### config.mk
export PLATFORM = sky130hd
export DESIGN_NAME = fsw_ctrl
export DESIGN_NICKNAME = d
export VERILOG_FILES = /design/src/pkg/fsw_pkg.sv /design/src/rtl/fsw_timer.sv /design/src/rtl/fsw_ctrl.sv
export SDC_FILE = /design/constraint.sdc
export NUM_CORES = 1
export LEC_CHECK = 0
export ABC_AREA = 1
export BUFFER_PORTS_ARGS = -buffer_cell sky130_fd_sc_hd__buf_2
export CAP_MARGIN = 30
export CORE_MARGIN = 2
export CORE_UTILIZATION = 25
export CTS_CLUSTER_DIAMETER = 80
export DETAILED_ROUTE_END_ITERATION = 10
export SLEW_MARGIN = 15
export SYNTH_ARGS = -nofsm -noshare
export SYNTH_HDL_FRONTEND = slang
export SYNTH_SLANG_ARGS = --single-unit
### constraint.sdc
create_clock -name CLK -period 4.24 [get_ports CLK]
set_clock_uncertainty 0.1 [all_clocks]
set_input_delay 0.848 -clock CLK [delete_from_list [all_inputs] [get_ports CLK]]
set_output_delay 0.848 -clock CLK [all_outputs]
set_load 0.005 [all_outputs]
### src/pkg/fsw_pkg.sv
// Shared constants and types for the flash self-write controller
package fsw_pkg;

  // Register byte offsets on the AXI4-Lite bus
  localparam logic [5:0] ADR_LO = 6'h00;
  localparam logic [5:0] ADR_HI = 6'h04;
  localparam logic [5:0] CTRL = 6'h08;
  localparam logic [5:0] KEY = 6'h0C;
  localparam logic [5:0] WORD = 6'h10;
  localparam logic [5:0] IRQ_STAT = 6'h14;
  localparam logic [5:0] IRQ_MASK = 6'h18;

  // Control register bit positions
  localparam int CTL_RSVD = 7;
  localparam int CTL_CFG_SEL = 6;
  localparam int CTL_LATCH_ONLY = 5;
  localparam int CTL_ERASE = 4;
  localparam int CTL_ERR = 3;
  localparam int CTL_PERMIT = 2;
  localparam int CTL_WR = 1;
  localparam int CTL_RD = 0;

  // Interrupt status bit positions
  localparam int IRQ_DONE = 0;
  localparam int IRQ_FAIL = 1;

  // Reset values
  localparam logic [7:0] ADR_LO_RST = 8'h00;
  localparam logic [6:0] ADR_HI_RST = 7'h00;
  localparam logic [13:0] WORD_RST = 14'h0000;
  localparam logic [1:0] IRQ_RST = 2'h0;
  localparam logic CTL_BIT_RST = 1'b0;

  // Unlock key pair
  localparam logic [7:0] KEY_FIRST = 8'h55;
  localparam logic [7:0] KEY_SECOND = 8'hAA;

  // Configuration space map, offsets from the space base
  localparam logic [14:0] CFG_UID_LAST = 15'h0003;
  localparam logic [14:0] CFG_DEVID = 15'h0006;
  localparam logic [14:0] CFG_WORD_LAST = 15'h0008;

  // Self-timed durations and their cycle counts
  localparam int CLK_MHZ = 40;
  localparam int PROG_TIME_US = 2;
  localparam int ERASE_TIME_US = 2;
  localparam logic [15:0] PROG_CYC = 16'(PROG_TIME_US * CLK_MHZ);
  localparam logic [15:0] ERASE_CYC = 16'(ERASE_TIME_US * CLK_MHZ);

  // Bus responses
  localparam logic [1:0] RESP_OKAY = 2'h0;
  localparam logic [1:0] RESP_SLVERR = 2'h2;

  // Operation sequencer states
  typedef enum logic [1:0] {
    OP_IDLE = 2'b00,
    OP_LOAD = 2'b01,
    OP_PROG = 2'b10,
    OP_ERASE = 2'b11
  } fsw_op_e;

  // Unlock progress
  typedef enum logic [1:0] {
    UL_NONE = 2'b00,
    UL_HALF = 2'b01,
    UL_ARMED = 2'b10
  } fsw_unlock_e;

endpackage : fsw_pkg

### src/rtl/fsw_timer.sv
// Self-timing counter for program and erase cycles
`timescale 1ns/100ps
`default_nettype none
module fsw_timer (
  input wire logic clk, // Core clock
  input wire logic rst_n, // Synchronised reset, active low
  input wire logic start, // Load count and run
  input wire logic [15:0] cycles, // Duration in clock cycles
  output logic done // Pulse on the last cycle
);
  logic [15:0] count;
  logic busy;

  // Done marks the last counted cycle, so the run lasts exactly the given cycles
  assign done = busy && (count == 16'h0001);

  // Count down while busy
  always_ff @(posedge clk or negedge rst_n) begin
    if (!rst_n) begin
      count <= 16'h0000;
      busy <= 1'b0;
    end else begin
      if (start) begin
        count <= cycles;
        busy <= 1'b1;
      end else if (busy) begin
        count <= count - 16'h0001;
        busy <= (count != 16'h0001);
      end
    end
  end
endmodule : fsw_timer
`default_nettype wire

### src/rtl/fsw_ctrl.sv
// Flash self-write controller with AXI4-Lite register access
//
// How it works
// - Address low byte, read-write, reset zero
// - Address high seven bits, top reads one
// - Control top reads one; space select bit
// - Latch-only loads latch; else load then program
// - Erase select erases, cleared at completion
// - Erase ignores the latch-only bit
// - Error flag one on bad sequence
// - Any write-command set attempt while idle sets error
// - Program permit bit gates program and erase
// - Write command starts op, timed unless latch-only without erase, self-clears
// - Read command takes one cycle, self-clears
// - Key register write-only, resets to zero
// - Bad config-space read clears data word
// - User IDs writable; IDs, config read-only
// - Core stalls while timed write runs
//
// Decided for this implementation: the register addresses and the AXI4-Lite register port.
`timescale 1ns/100ps
`default_nettype none
module fsw_ctrl (
  input wire logic CLK, // Core clock, 40 MHz
  input wire logic RST_N, // Asynchronous reset, active low
  input wire logic [5:0] AWADDR, // Write address
  input wire logic AWVALID, // Write address valid
  output logic AWREADY, // Write address ready
  input wire logic [31:0] WDATA, // Write data
  input wire logic [3:0] WSTRB, // Write byte strobes
  input wire logic WVALID, // Write data valid
  output logic WREADY, // Write data ready
  output logic [1:0] BRESP, // Write response
  output logic BVALID, // Write response valid
  input wire logic BREADY, // Write response ready
  input wire logic [5:0] ARADDR, // Read address
  input wire logic ARVALID, // Read address valid
  output logic ARREADY, // Read address ready
  output logic [31:0] RDATA, // Read data
  output logic [1:0] RRESP, // Read response
  output logic RVALID, // Read data valid
  input wire logic RREADY, // Read data ready
  output logic [14:0] FL_ADDR, // Flash word address
  output logic FL_CFG, // Configuration space select
  output logic FL_RD, // Array read strobe
  input wire logic [13:0] FL_RDATA, // Array read word
  output logic [13:0] FL_WDATA, // Word for the write latch
  output logic FL_LOAD, // Load addressed write latch
  output logic FL_PROG, // Program all latches
  output logic FL_ERASE, // Erase addressed row
  output logic CPU_STALL, // Hold the core
  output logic IRQ // Interrupt, active high
);
  import fsw_pkg::*;

  // Register offset decode
  function automatic logic reg_hit(input logic [5:0] a);
    reg_hit = (a == ADR_LO) || (a == ADR_HI) || (a == CTRL) || (a == KEY) ||
              (a == WORD) || (a == IRQ_STAT) || (a == IRQ_MASK);
  endfunction : reg_hit

  // Configuration locations that answer a read
  function automatic logic cfg_rd_ok(input logic [14:0] a);
    cfg_rd_ok = (a <= CFG_UID_LAST) || ((a >= CFG_DEVID) && (a <= CFG_WORD_LAST));
  endfunction : cfg_rd_ok

  // Configuration locations that accept program or erase
  function automatic logic cfg_wr_ok(input logic [14:0] a);
    cfg_wr_ok = (a <= CFG_UID_LAST);
  endfunction : cfg_wr_ok

  logic rst_q1;
  logic rst_n;
  logic aw_full;
  logic w_full;
  logic [5:0] aw_addr;
  logic [31:0] w_data;
  logic [3:0] w_strb;
  logic [5:0] rd_addr;
  logic [7:0] adr_lo;
  logic [6:0] adr_hi;
  logic cfg_sel;
  logic latch_only;
  logic erase;
  logic err;
  logic permit;
  logic wr;
  logic rd;
  logic load;
  logic [13:0] word;
  logic [1:0] irq_stat;
  logic [1:0] irq_mask;
  fsw_op_e op;
  fsw_op_e next_op;
  fsw_unlock_e ul;
  logic tmr_done;

  // Reset release through two flops
  always_ff @(posedge CLK or negedge RST_N) begin
    if (!RST_N) begin
      rst_q1 <= 1'b0;
      rst_n <= 1'b0;
    end else begin
      rst_q1 <= 1'b1;
      rst_n <= rst_q1;
    end
  end

  // Bus handshakes and register write strobes
  wire we = aw_full && w_full && !BVALID;
  wire [7:0] wd = w_data[7:0];
  wire b0 = we && w_strb[0];
  wire wr_adr_lo = b0 && (aw_addr == ADR_LO);
  wire wr_adr_hi = b0 && (aw_addr == ADR_HI);
  wire wr_ctl = b0 && (aw_addr == CTRL);
  wire wr_key = b0 && (aw_addr == KEY);
  wire wr_word_lo = b0 && (aw_addr == WORD);
  wire wr_word_hi = we && w_strb[1] && (aw_addr == WORD);
  wire wr_stat = b0 && (aw_addr == IRQ_STAT);
  wire wr_mask = b0 && (aw_addr == IRQ_MASK);
  wire ar_take = ARVALID && ARREADY;
  assign AWREADY = !aw_full;
  assign WREADY = !w_full;
  assign ARREADY = !RVALID;

  // Command qualification from the byte written to control
  wire idle = (op == OP_IDLE);
  wire [14:0] fl_addr = {adr_hi, adr_lo};
  wire space_ok = !wd[CTL_CFG_SEL] || cfg_wr_ok(fl_addr);
  wire armed = (ul == UL_ARMED);
  wire wr_try = wr_ctl && wd[CTL_WR] && idle;
  wire wr_ok = wr_try && armed && wd[CTL_PERMIT] && space_ok;
  wire rd_try = wr_ctl && wd[CTL_RD] && idle && !rd;
  wire op_done = (op == OP_LOAD) || tmr_done;
  wire run_timer = wr_ok && (wd[CTL_ERASE] || !wd[CTL_LATCH_ONLY]);
  wire [15:0] run_cycles = wd[CTL_ERASE] ? ERASE_CYC : PROG_CYC;
  wire rd_blank = cfg_sel && !cfg_rd_ok(fl_addr);
  wire [1:0] events = {wr_try && !wr_ok, op_done};

  // Register read view
  wire [7:0] ctl_view = {1'b1, cfg_sel, latch_only, erase, err, permit, wr, rd};
  wire [31:0] rd_val =
    (ARADDR == ADR_LO) ? {24'h000000, adr_lo} :
    (ARADDR == ADR_HI) ? {24'h000000, 1'b1, adr_hi} :
    (ARADDR == CTRL) ? {24'h000000, ctl_view} :
    (ARADDR == WORD) ? {18'h00000, word} :
    (ARADDR == IRQ_STAT) ? {30'h00000000, irq_stat} :
    (ARADDR == IRQ_MASK) ? {30'h00000000, irq_mask} :
    32'h00000000;

  // Write address and data holding, taken in either order
  always_ff @(posedge CLK or negedge rst_n) begin
    if (!rst_n) begin
      aw_full <= 1'b0;
      w_full <= 1'b0;
      aw_addr <= 6'h00;
      w_data <= 32'h00000000;
      w_strb <= 4'h0;
    end else begin
      if (AWVALID && !aw_full) begin
        aw_full <= 1'b1;
        aw_addr <= AWADDR;
      end else if (we) begin
        aw_full <= 1'b0;
      end
      if (WVALID && !w_full) begin
        w_full <= 1'b1;
        w_data <= WDATA;
        w_strb <= WSTRB;
      end else if (we) begin
        w_full <= 1'b0;
      end
    end
  end

  // Write response; unmapped offsets answer SLVERR
  always_ff @(posedge CLK or negedge rst_n) begin
    if (!rst_n) begin
      BVALID <= 1'b0;
      BRESP <= RESP_OKAY;
    end else if (we) begin
      BVALID <= 1'b1;
      BRESP <= reg_hit(aw_addr) ? RESP_OKAY : RESP_SLVERR;
    end else if (BREADY) begin
      BVALID <= 1'b0;
    end
  end

  // Read channel, answer one cycle after the address
  always_ff @(posedge CLK or negedge rst_n) begin
    if (!rst_n) begin
      RVALID <= 1'b0;
      RDATA <= 32'h00000000;
      RRESP <= RESP_OKAY;
      rd_addr <= 6'h00;
    end else if (ar_take) begin
      RVALID <= 1'b1;
      RDATA <= rd_val;
      RRESP <= reg_hit(ARADDR) ? RESP_OKAY : RESP_SLVERR;
      rd_addr <= ARADDR;
    end else if (RREADY) begin
      RVALID <= 1'b0;
    end
  end

  // Address pair
  always_ff @(posedge CLK or negedge rst_n) begin
    if (!rst_n) begin
      adr_lo <= ADR_LO_RST;
      adr_hi <= ADR_HI_RST;
    end else begin
      if (wr_adr_lo) begin
        adr_lo <= wd;
      end
      if (wr_adr_hi) begin
        adr_hi <= wd[6:0];
      end
    end
  end

  // Mode bits, held steady while an operation runs
  always_ff @(posedge CLK or negedge rst_n) begin
    if (!rst_n) begin
      cfg_sel <= CTL_BIT_RST;
      latch_only <= CTL_BIT_RST;
      permit <= CTL_BIT_RST;
      erase <= CTL_BIT_RST;
    end else begin
      if (wr_ctl && idle) begin
        cfg_sel <= wd[CTL_CFG_SEL];
        latch_only <= wd[CTL_LATCH_ONLY];
        permit <= wd[CTL_PERMIT];
      end
      if (op_done && (op == OP_ERASE)) begin
        erase <= 1'b0;
      end else if (wr_ctl && idle) begin
        erase <= wd[CTL_ERASE];
      end
    end
  end

  // Error flag and command bits
  always_ff @(posedge CLK or negedge rst_n) begin
    if (!rst_n) begin
      err <= CTL_BIT_RST;
      wr <= CTL_BIT_RST;
      rd <= CTL_BIT_RST;
    end else begin
      if (wr_try) begin
        err <= 1'b1;
      end else if (op_done) begin
        err <= 1'b0;
      end else if (wr_ctl) begin
        err <= wd[CTL_ERR];
      end
      if (wr_ok) begin
        wr <= 1'b1;
      end else if (op_done) begin
        wr <= 1'b0;
      end
      if (rd) begin
        rd <= 1'b0;
      end else if (rd_try) begin
        rd <= 1'b1;
      end
    end
  end

  // Unlock sequence tracker
  always_ff @(posedge CLK or negedge rst_n) begin
    if (!rst_n) begin
      ul <= UL_NONE;
    end else if (wr_try) begin
      ul <= UL_NONE;
    end else if (wr_key) begin
      if (wd == KEY_FIRST) begin
        ul <= UL_HALF;
      end else if ((wd == KEY_SECOND) && (ul == UL_HALF)) begin
        ul <= UL_ARMED;
      end else begin
        ul <= UL_NONE;
      end
    end
  end

  // Operation sequencer next state
  always_comb begin
    next_op = op;
    case (op)
      OP_IDLE: begin
        if (wr_ok) begin
          if (wd[CTL_ERASE]) begin
            next_op = OP_ERASE;
          end else if (wd[CTL_LATCH_ONLY]) begin
            next_op = OP_LOAD;
          end else begin
            next_op = OP_PROG;
          end
        end
      end
      OP_LOAD: begin
        next_op = OP_IDLE;
      end
      OP_PROG, OP_ERASE: begin
        if (tmr_done) begin
          next_op = OP_IDLE;
        end
      end
      default: begin
        next_op = OP_IDLE;
      end
    endcase
  end

  // Sequencer state and latch load pulse
  always_ff @(posedge CLK or negedge rst_n) begin
    if (!rst_n) begin
      op <= OP_IDLE;
      load <= 1'b0;
    end else begin
      op <= next_op;
      load <= wr_ok && !wd[CTL_ERASE];
    end
  end

  // Program and erase duration
  fsw_timer u_timer (
    .clk(CLK),
    .rst_n(rst_n),
    .start(run_timer),
    .cycles(run_cycles),
    .done(tmr_done)
  );

  // Data word: array read result or software write
  always_ff @(posedge CLK or negedge rst_n) begin
    if (!rst_n) begin
      word <= WORD_RST;
    end else if (rd) begin
      word <= rd_blank ? WORD_RST : FL_RDATA;
    end else begin
      if (wr_word_lo) begin
        word[7:0] <= wd;
      end
      if (wr_word_hi) begin
        word[13:8] <= w_data[13:8];
      end
    end
  end

  // Sticky events, write one to clear, set wins
  always_ff @(posedge CLK or negedge rst_n) begin
    if (!rst_n) begin
      irq_stat <= IRQ_RST;
      irq_mask <= IRQ_RST;
      IRQ <= 1'b0;
    end else begin
      irq_stat <= events | (irq_stat & ~(wr_stat ? wd[1:0] : 2'h0));
      if (wr_mask) begin
        irq_mask <= wd[1:0];
      end
      IRQ <= |(irq_stat & irq_mask);
    end
  end

  // Flash array side
  assign FL_ADDR = fl_addr;
  assign FL_CFG = cfg_sel;
  assign FL_RD = rd;
  assign FL_WDATA = word;
  assign FL_LOAD = load;
  assign FL_PROG = (op == OP_PROG);
  assign FL_ERASE = (op == OP_ERASE);
  assign CPU_STALL = !idle;

  // Checks
  chk_adr_hi_top: assert property (@(posedge CLK) disable iff (!rst_n)
    RVALID && (rd_addr == ADR_HI) |-> RDATA[7])
    else $error("address high bit 7 not one");
  chk_ctl_top: assert property (@(posedge CLK) disable iff (!rst_n)
    RVALID && (rd_addr == CTRL) |-> RDATA[CTL_RSVD])
    else $error("control bit 7 not one");
  chk_rd_pulse: assert property (@(posedge CLK) disable iff (!rst_n)
    $rose(rd) |=> !rd ##1 !rd)
    else $error("read command not one cycle");
  chk_err_on_try: assert property (@(posedge CLK) disable iff (!rst_n)
    wr_try |=> err)
    else $error("error flag not set on write attempt");
  chk_blocked_try: assert property (@(posedge CLK) disable iff (!rst_n)
    wr_try && (!armed || !wd[CTL_PERMIT]) |=> idle && !wr && err)
    else $error("blocked command started");
  chk_erase_clear: assert property (@(posedge CLK) disable iff (!rst_n)
    (op == OP_ERASE) && tmr_done |=> !erase && !wr && idle)
    else $error("erase bit not cleared at end");
  chk_erase_mode: assert property (@(posedge CLK) disable iff (!rst_n)
    wr_ok && wd[CTL_ERASE] |=> (op == OP_ERASE) && !FL_LOAD)
    else $error("erase not taken");
  chk_load_only: assert property (@(posedge CLK) disable iff (!rst_n)
    wr_ok && !wd[CTL_ERASE] && wd[CTL_LATCH_ONLY] |=> FL_LOAD && (op == OP_LOAD) ##1 idle && !wr)
    else $error("latch load sequence wrong");
  chk_stall_run: assert property (@(posedge CLK) disable iff (!rst_n)
    wr_ok && !wd[CTL_LATCH_ONLY] |=> CPU_STALL [*8])
    else $error("core not stalled");
  chk_cfg_blank: assert property (@(posedge CLK) disable iff (!rst_n)
    rd && rd_blank |=> (word == WORD_RST))
    else $error("blank config read not zero");
  chk_key_reset: assert property (@(posedge CLK) disable iff (!rst_n)
    wr_key && !wr_try && (wd != KEY_FIRST) && (wd != KEY_SECOND) |=> (ul == UL_NONE))
    else $error("bad key kept progress");
  chk_wr_end: assert property (@(posedge CLK) disable iff (!rst_n)
    $fell(wr) |-> $past(op_done) && !err)
    else $error("write bit cleared early");
endmodule : fsw_ctrl
`default_nettype wire

# Word-level counts from Yosys, hierarchy flattened

Cells that the tools add are included.

Bits in registers: 127
Bits of input ports: 69
Logic and storage cells: 180
Output and inout port bits: 77

Magnitude comparators: 3
Reduce and logical (&&, ||, !) cells: 76
Muxes and demuxes: 42
Bitwise logic cells: 4
Add/sub/neg operators: 1
Equal/unequal tests: 23

Operators by type and width:

| operator              | count |
|---|---|
| $mux 14               | 6 |
| $eq 6x5->1 const B    | 6 |
| $logic_and 1x1->1     | 32 |
| $mux 16               | 2 |
| $mux 2                | 13 |
| $eq 6x4->1 const B    | 4 |
| $reduce_bool 2->1     | 10 |
| $mux 1                | 18 |
| $eq 16x1->1 const B   | 1 |
| $logic_or 1x1->1      | 16 |
| $ne 16x1->1 const B   | 1 |
| $sub 16x1->16 const B | 1 |
| $ge 15x3->1 const B   | 1 |
| $le 15x2->1 const B   | 1 |
| $le 15x4->1 const B   | 1 |
| $eq 6x3->1 const B    | 2 |
| $logic_not 6->1       | 2 |
| $logic_not 1->1       | 11 |
| $eq 8x7->1 const B    | 1 |
| $eq 8x8->1 const B    | 1 |
| $mux 8                | 1 |
| $eq 2x2->1 const B    | 3 |
| $mux 6                | 1 |
| $pmux 2 s3            | 1 |
| 10 further kinds      | 13 |

# Logic depth before layout (Yosys ltp)

Depth in word-level cells: 12
Gate-level depth with buffers: 10
Gate-level depth less buffers: 10

# By module

From an unflattened synthesis, not the netlist that was laid out.

Cells, all modules: 677
Area total of the unflattened synthesis: 5505.3 um^2

By module, submodules not included:

| module    | cells each | area an instance (um^2) | times used |
|---|---|---|---|
| fsw_ctrl  | 518        | 4366.7                  | 1 |
| fsw_timer | 159        | 1138.6                  | 1 |

# Worst setup path before layout

No wires, ideal clock.

Kind: input port to flip-flop
Start: input ARADDR[1]
End: register RDATA[2]
Arrival: 1.774 ns
Stages on the path: 6
Setup slack: 2.277 ns
Cells stage by stage: nor2_1 -> nand3_1 -> inv_1 -> buf_2 -> nand2_1 -> a41oi_1

Cells in the longest elaborated chain, start to end: 5
Elaborated cells on any way between the ends: 8
Those cells by class: eq/ne: 3; mux: 4; reduce/logical: 1

RTL lines:

| what                 | line            | text |
|---|---|---|
| from (decl)          | fsw_ctrl.sv:36  | `input wire logic [5:0] ARADDR,` |
| $eq 6x5->1           | fsw_ctrl.sv:146 | `(ARADDR == WORD) ? {18'h00000, word} :` |
| $mux 14              | fsw_ctrl.sv:146 |  |
| $mux 14              | fsw_ctrl.sv:145 | `(ARADDR == CTRL) ? {24'h000000, ctl_view} :` |
| $mux 14              | fsw_ctrl.sv:144 | `(ARADDR == ADR_HI) ? {24'h000000, 1'b1, adr_hi} :` |
| $mux 14 (*)          | fsw_ctrl.sv:143 | `(ARADDR == ADR_LO) ? {24'h000000, adr_lo} :` |
| to (signal assigned) | fsw_ctrl.sv:198 | `RDATA <= rd_val;` |
| to (decl)            | fsw_ctrl.sv:39  | `output logic [31:0] RDATA,` |

Every way passes the cells marked *; elsewhere a longest branch is shown, timed or not.
A chain may end at the register's enable or synchronous reset.

# Worst setup path after layout

Start: register op[1]
End: output CPU_STALL

Cells in the longest elaborated chain, start to end: 2

RTL lines:

| what                   | line            | text |
|---|---|---|
| from (decl)            | fsw_ctrl.sv:93  | `fsw_op_e op;` |
| from (signal assigned) | fsw_ctrl.sv:321 | `op <= next_op;` |
| $logic_not 2->1        | fsw_ctrl.sv:127 | `wire idle = (op == OP_IDLE);` |
| $logic_not 1->1        | fsw_ctrl.sv:374 | `assign CPU_STALL = !idle;` |
| to (decl)              | fsw_ctrl.sv:51  | `output logic CPU_STALL,` |

Every way passes these cells.

==> summary.txt <==
Synth
  – #FFs+latches synth: 107
  – Post-Synth XOR/XNOR Area: 0.0230
  – Post-synth top cells: 108 x nand2_1, 107 x dfrtp_1, 80 x nor2_1
  – Synth Cell Area: 0.00534 sq mm
  – Ys flop type: dfrtp_1
  – Post-synthesis compound-gate area fraction: 0.101
  – Adder-Cell Fraction of Synth Area: 0.00469
  – Netlist cell types: 42
  – Seq/Total Area, Yosys: 0.502
  – Synth Area in Simple Gates: 0.265
  – Most common cell in the synthesized netlist: nand2_1
  – Syn Area/Cell: 8.56 sq um
  – Ys async rst share: 1.00
  – Synth top area cells: dfrtp_1 50%, nand2_1 7.6%, nor2_1 5.6%
  – Multiplexer area fraction after synthesis: 0.0190
  – Post-synth EDFFs: 0
  – Post-Synthesis Cells: 624
  – Synth warn: 0
  – Largest family of logic cells by synthesized area: simple AND/OR/NAND/NOR gates
  – Top cell type by total area after synthesis: dfrtp_1
  – Top cell type's share of synthesized area: 0.502

Clock tree
  – Htree depth: 3
  – CTS tree: done
  – Skew-Pair Late Insertion Delay: 360 ps
  – Root buffer cell: clkbuf_16
  – Post-CTS sizing: 0
  – Clock transition at the registers of the reported paths: 70 ps
  – Hold_buf cts: 0
  – Cts bufs inserted: 9
  – Clk sinks: 107
  – # Post-CTS Setup Buffers: 0
  – Clk buf depth: 2

Route
  – Routed WL per cell: 14.6 um
  – Residual DRC count: 0
  – Initial DRC Count: 389
  – Via count: 4577
  – Final wirelength: 14.7 mm
  – ANT nets after route: 0
  – Pre-antenna DRT Iters: 5
  – Vias per inst: 4.55

Placed design
  – Port Buffer Count: 105
  – Setup WS pre-CTS: 1760 ps
  – DP HPWL: 11.2 mm
  – Dpl cell area: 0.00607 sq mm
  – GPL Wtd Cong: 0.893

Layout
  – Area grow syn2layout: 20.5%
  – Layout cells sized above 1: 0.222
  – Final Cell Area: 0.00643 sq mm
  – Fillcell total: 2234
  – NumNets Final: 797

Pwr
  – Cell Int Power: 2.07 mW
  – Sw Share: 0.332
  – Sw Pwr: 1.03 mW
  – PwrDens: 481 mW/mm^2
  – Total power: 3.10 mW
  – Gate power share: 0.226
  – Flop pwr share: 0.456
  – Worst ir drop on vdd: 0.257 mV
  – Leakage: 3.17 nW
  – Clk pwr share: 0.318

Floorplanning
  – Starting Density: 0.254
  – Rows: 53
  – Die width: 150 um
  – Die Y: 150 um
  – Die area: 0.0225 sq mm
  – Total I/O pin count: 146
  – CORE AREA: 0.0210 sq mm

Worst setup path
  – CP startpoint kind: register
  – Worst R2R End: RDATA[5]$_DFFE_PN0P_
  – R2R depth: 5
  – Largest delay contributor family on the critical path: flip-flops
  – Worst Path Buf+Inv: 2
  – Flop2flop setup slack: 2310 ps
  – RR Startpoint: RVALID$_DFFE_PN0P_
  – Crit. End Element: output port
  – Worst-path fanout max: 6
  – WP data arrival: 1380 ps
  – Crit-path cells: nor2_2 -> inv_1 -> buf_2
  – Worst path slowest cell: dfrtp_1
  – CP peak stage delay: 440 ps
  – Critical Path RT: 3290 ps
  – Crit path kind: reg -> out

Global route
  – Gr usage total: 0.137
  – First-pass GRT wire length: 23.9 mm
  – Initial antenna violation count: 1
  – Largest net degree at the start of global routing: 44
  – Vias in the first global route: 4374
  – Total grt overflow: 0

Timing
  – Total negative slack: 0 ps
  – Slew of the pin with the lowest slew margin: 710 ps
  – FMAX: 429 MHz
  – Setup ws final: 1910 ps
  – Final Cycle Share: 0.550
  – Final hold viol count: 0
  – Setup Viol. Count Final: 0
  – Fin. max-slew vios: 0
  – Final worst path period need: 2330 ps
  – RSZ-0062 raised after global routing: false
  – Worst slew margin: 0.526

Run
  – Max Cap Viol: 0

Status
  – Status: completed

Worst hold path
  – Worst Hold Class: in -> async
==> through the flow <==
step | utilization | cells | hold WS [ps]
finish | 0.306 | 1007 | 160
global route | 0.306 | 1007 | 148
CTS | 0.305 | 1005 | 148
detailed placement | 0.289 | 989 | 197
global placement | 0.289 | 989 | 200
floorplan | - | 643 | 231
==> worst register-to-register path, delay by kind of cell (launching register included) <==
family / cells / cell delay, ps
simple gates: 2 / 720
buf+inv: 2 / 560
flops: 1 / 350
compound gates: 1 / 60
==> layout by cell type, fill, tap and decap left out, drive strengths merged, types with 17 or more instances in the layout <==
cell type and count:
nand3 45, nor2 87, nand4 17, nor3 22
a21oi 36, dfrtp 107, inv 57, o21ai 41
nand2 112, conb 21, buf 108
==> sequential cells by signal (all words and copies together) (netlist names), 6 cells and up <==
signal / cells
u_timer.count: 16
FL_WDATA: 14
RDATA: 14
w_data: 14
adr_lo: 8
adr_hi: 7
aw_addr: 6
==> kinds of logic after synthesis <==
group,Yosys count
AOI/OAI and AO/OA,98
xor gates and xnor gates,14
adders and majority gates,2
buffers and inverters,94
muxes,9
other,2
DFF,107
and+or+nand+nor,298
==> final cells by class <==
type                    count  area (sq um)  area share
flip-flops and latches    107          2680       0.417
multi-input cells         442          2280       0.355
repair buffers            108           556      0.0863
well taps                 275           344      0.0535
clock buffers              11           243      0.0377
inverters                  58           218      0.0338
clock inverters             5           108      0.0167
diodes                      1          2.50    0.000389
==> worst max path at each step <==
stage	from	end	slack, ps	cells past startpoint
global route	op[1]$_DFFE_PN0P_	CPU_STALL	1830	3
finish	op[1]$_DFFE_PN0P_	CPU_STALL	1910	3
detailed placement	ARADDR[1]	RDATA[7]$_DFFE_PN0P_	1760	8
CTS	op[1]$_DFFE_PN0P_	CPU_STALL	1900	3
floorplan	rst_n$_DFF_PN0_	BRESP[1]$_DFFE_PN0P_	940	0
global placement	ARVALID	RDATA[5]$_DFFE_PN0P_	1730	5
==> per-layer routing <==
metal,share of wire,routed length [um],track usage,up-vias
li1,-,-,-,2246
met3,0.062,913,0.0297,21
met4,0.026,378,0.0514,0
met1,0.49,7120,0.199,2167
met5,0,0,0,-
met2,0.43,6260,0.198,143
==> power groups by stage <==
stage          clock, mW  combinational [mW]  sequential [mW]
5_1_grt             1.05               0.791             1.44
6_report           0.985               0.699             1.41
3_5_place_dp           0               0.687             1.43
3_3_place_gp           0               0.675             1.43
2_1_floorplan          0               0.428             1.39
4_1_cts             1.01               0.690             1.41
Note: power is estimated with default switching activity, not from simulation.
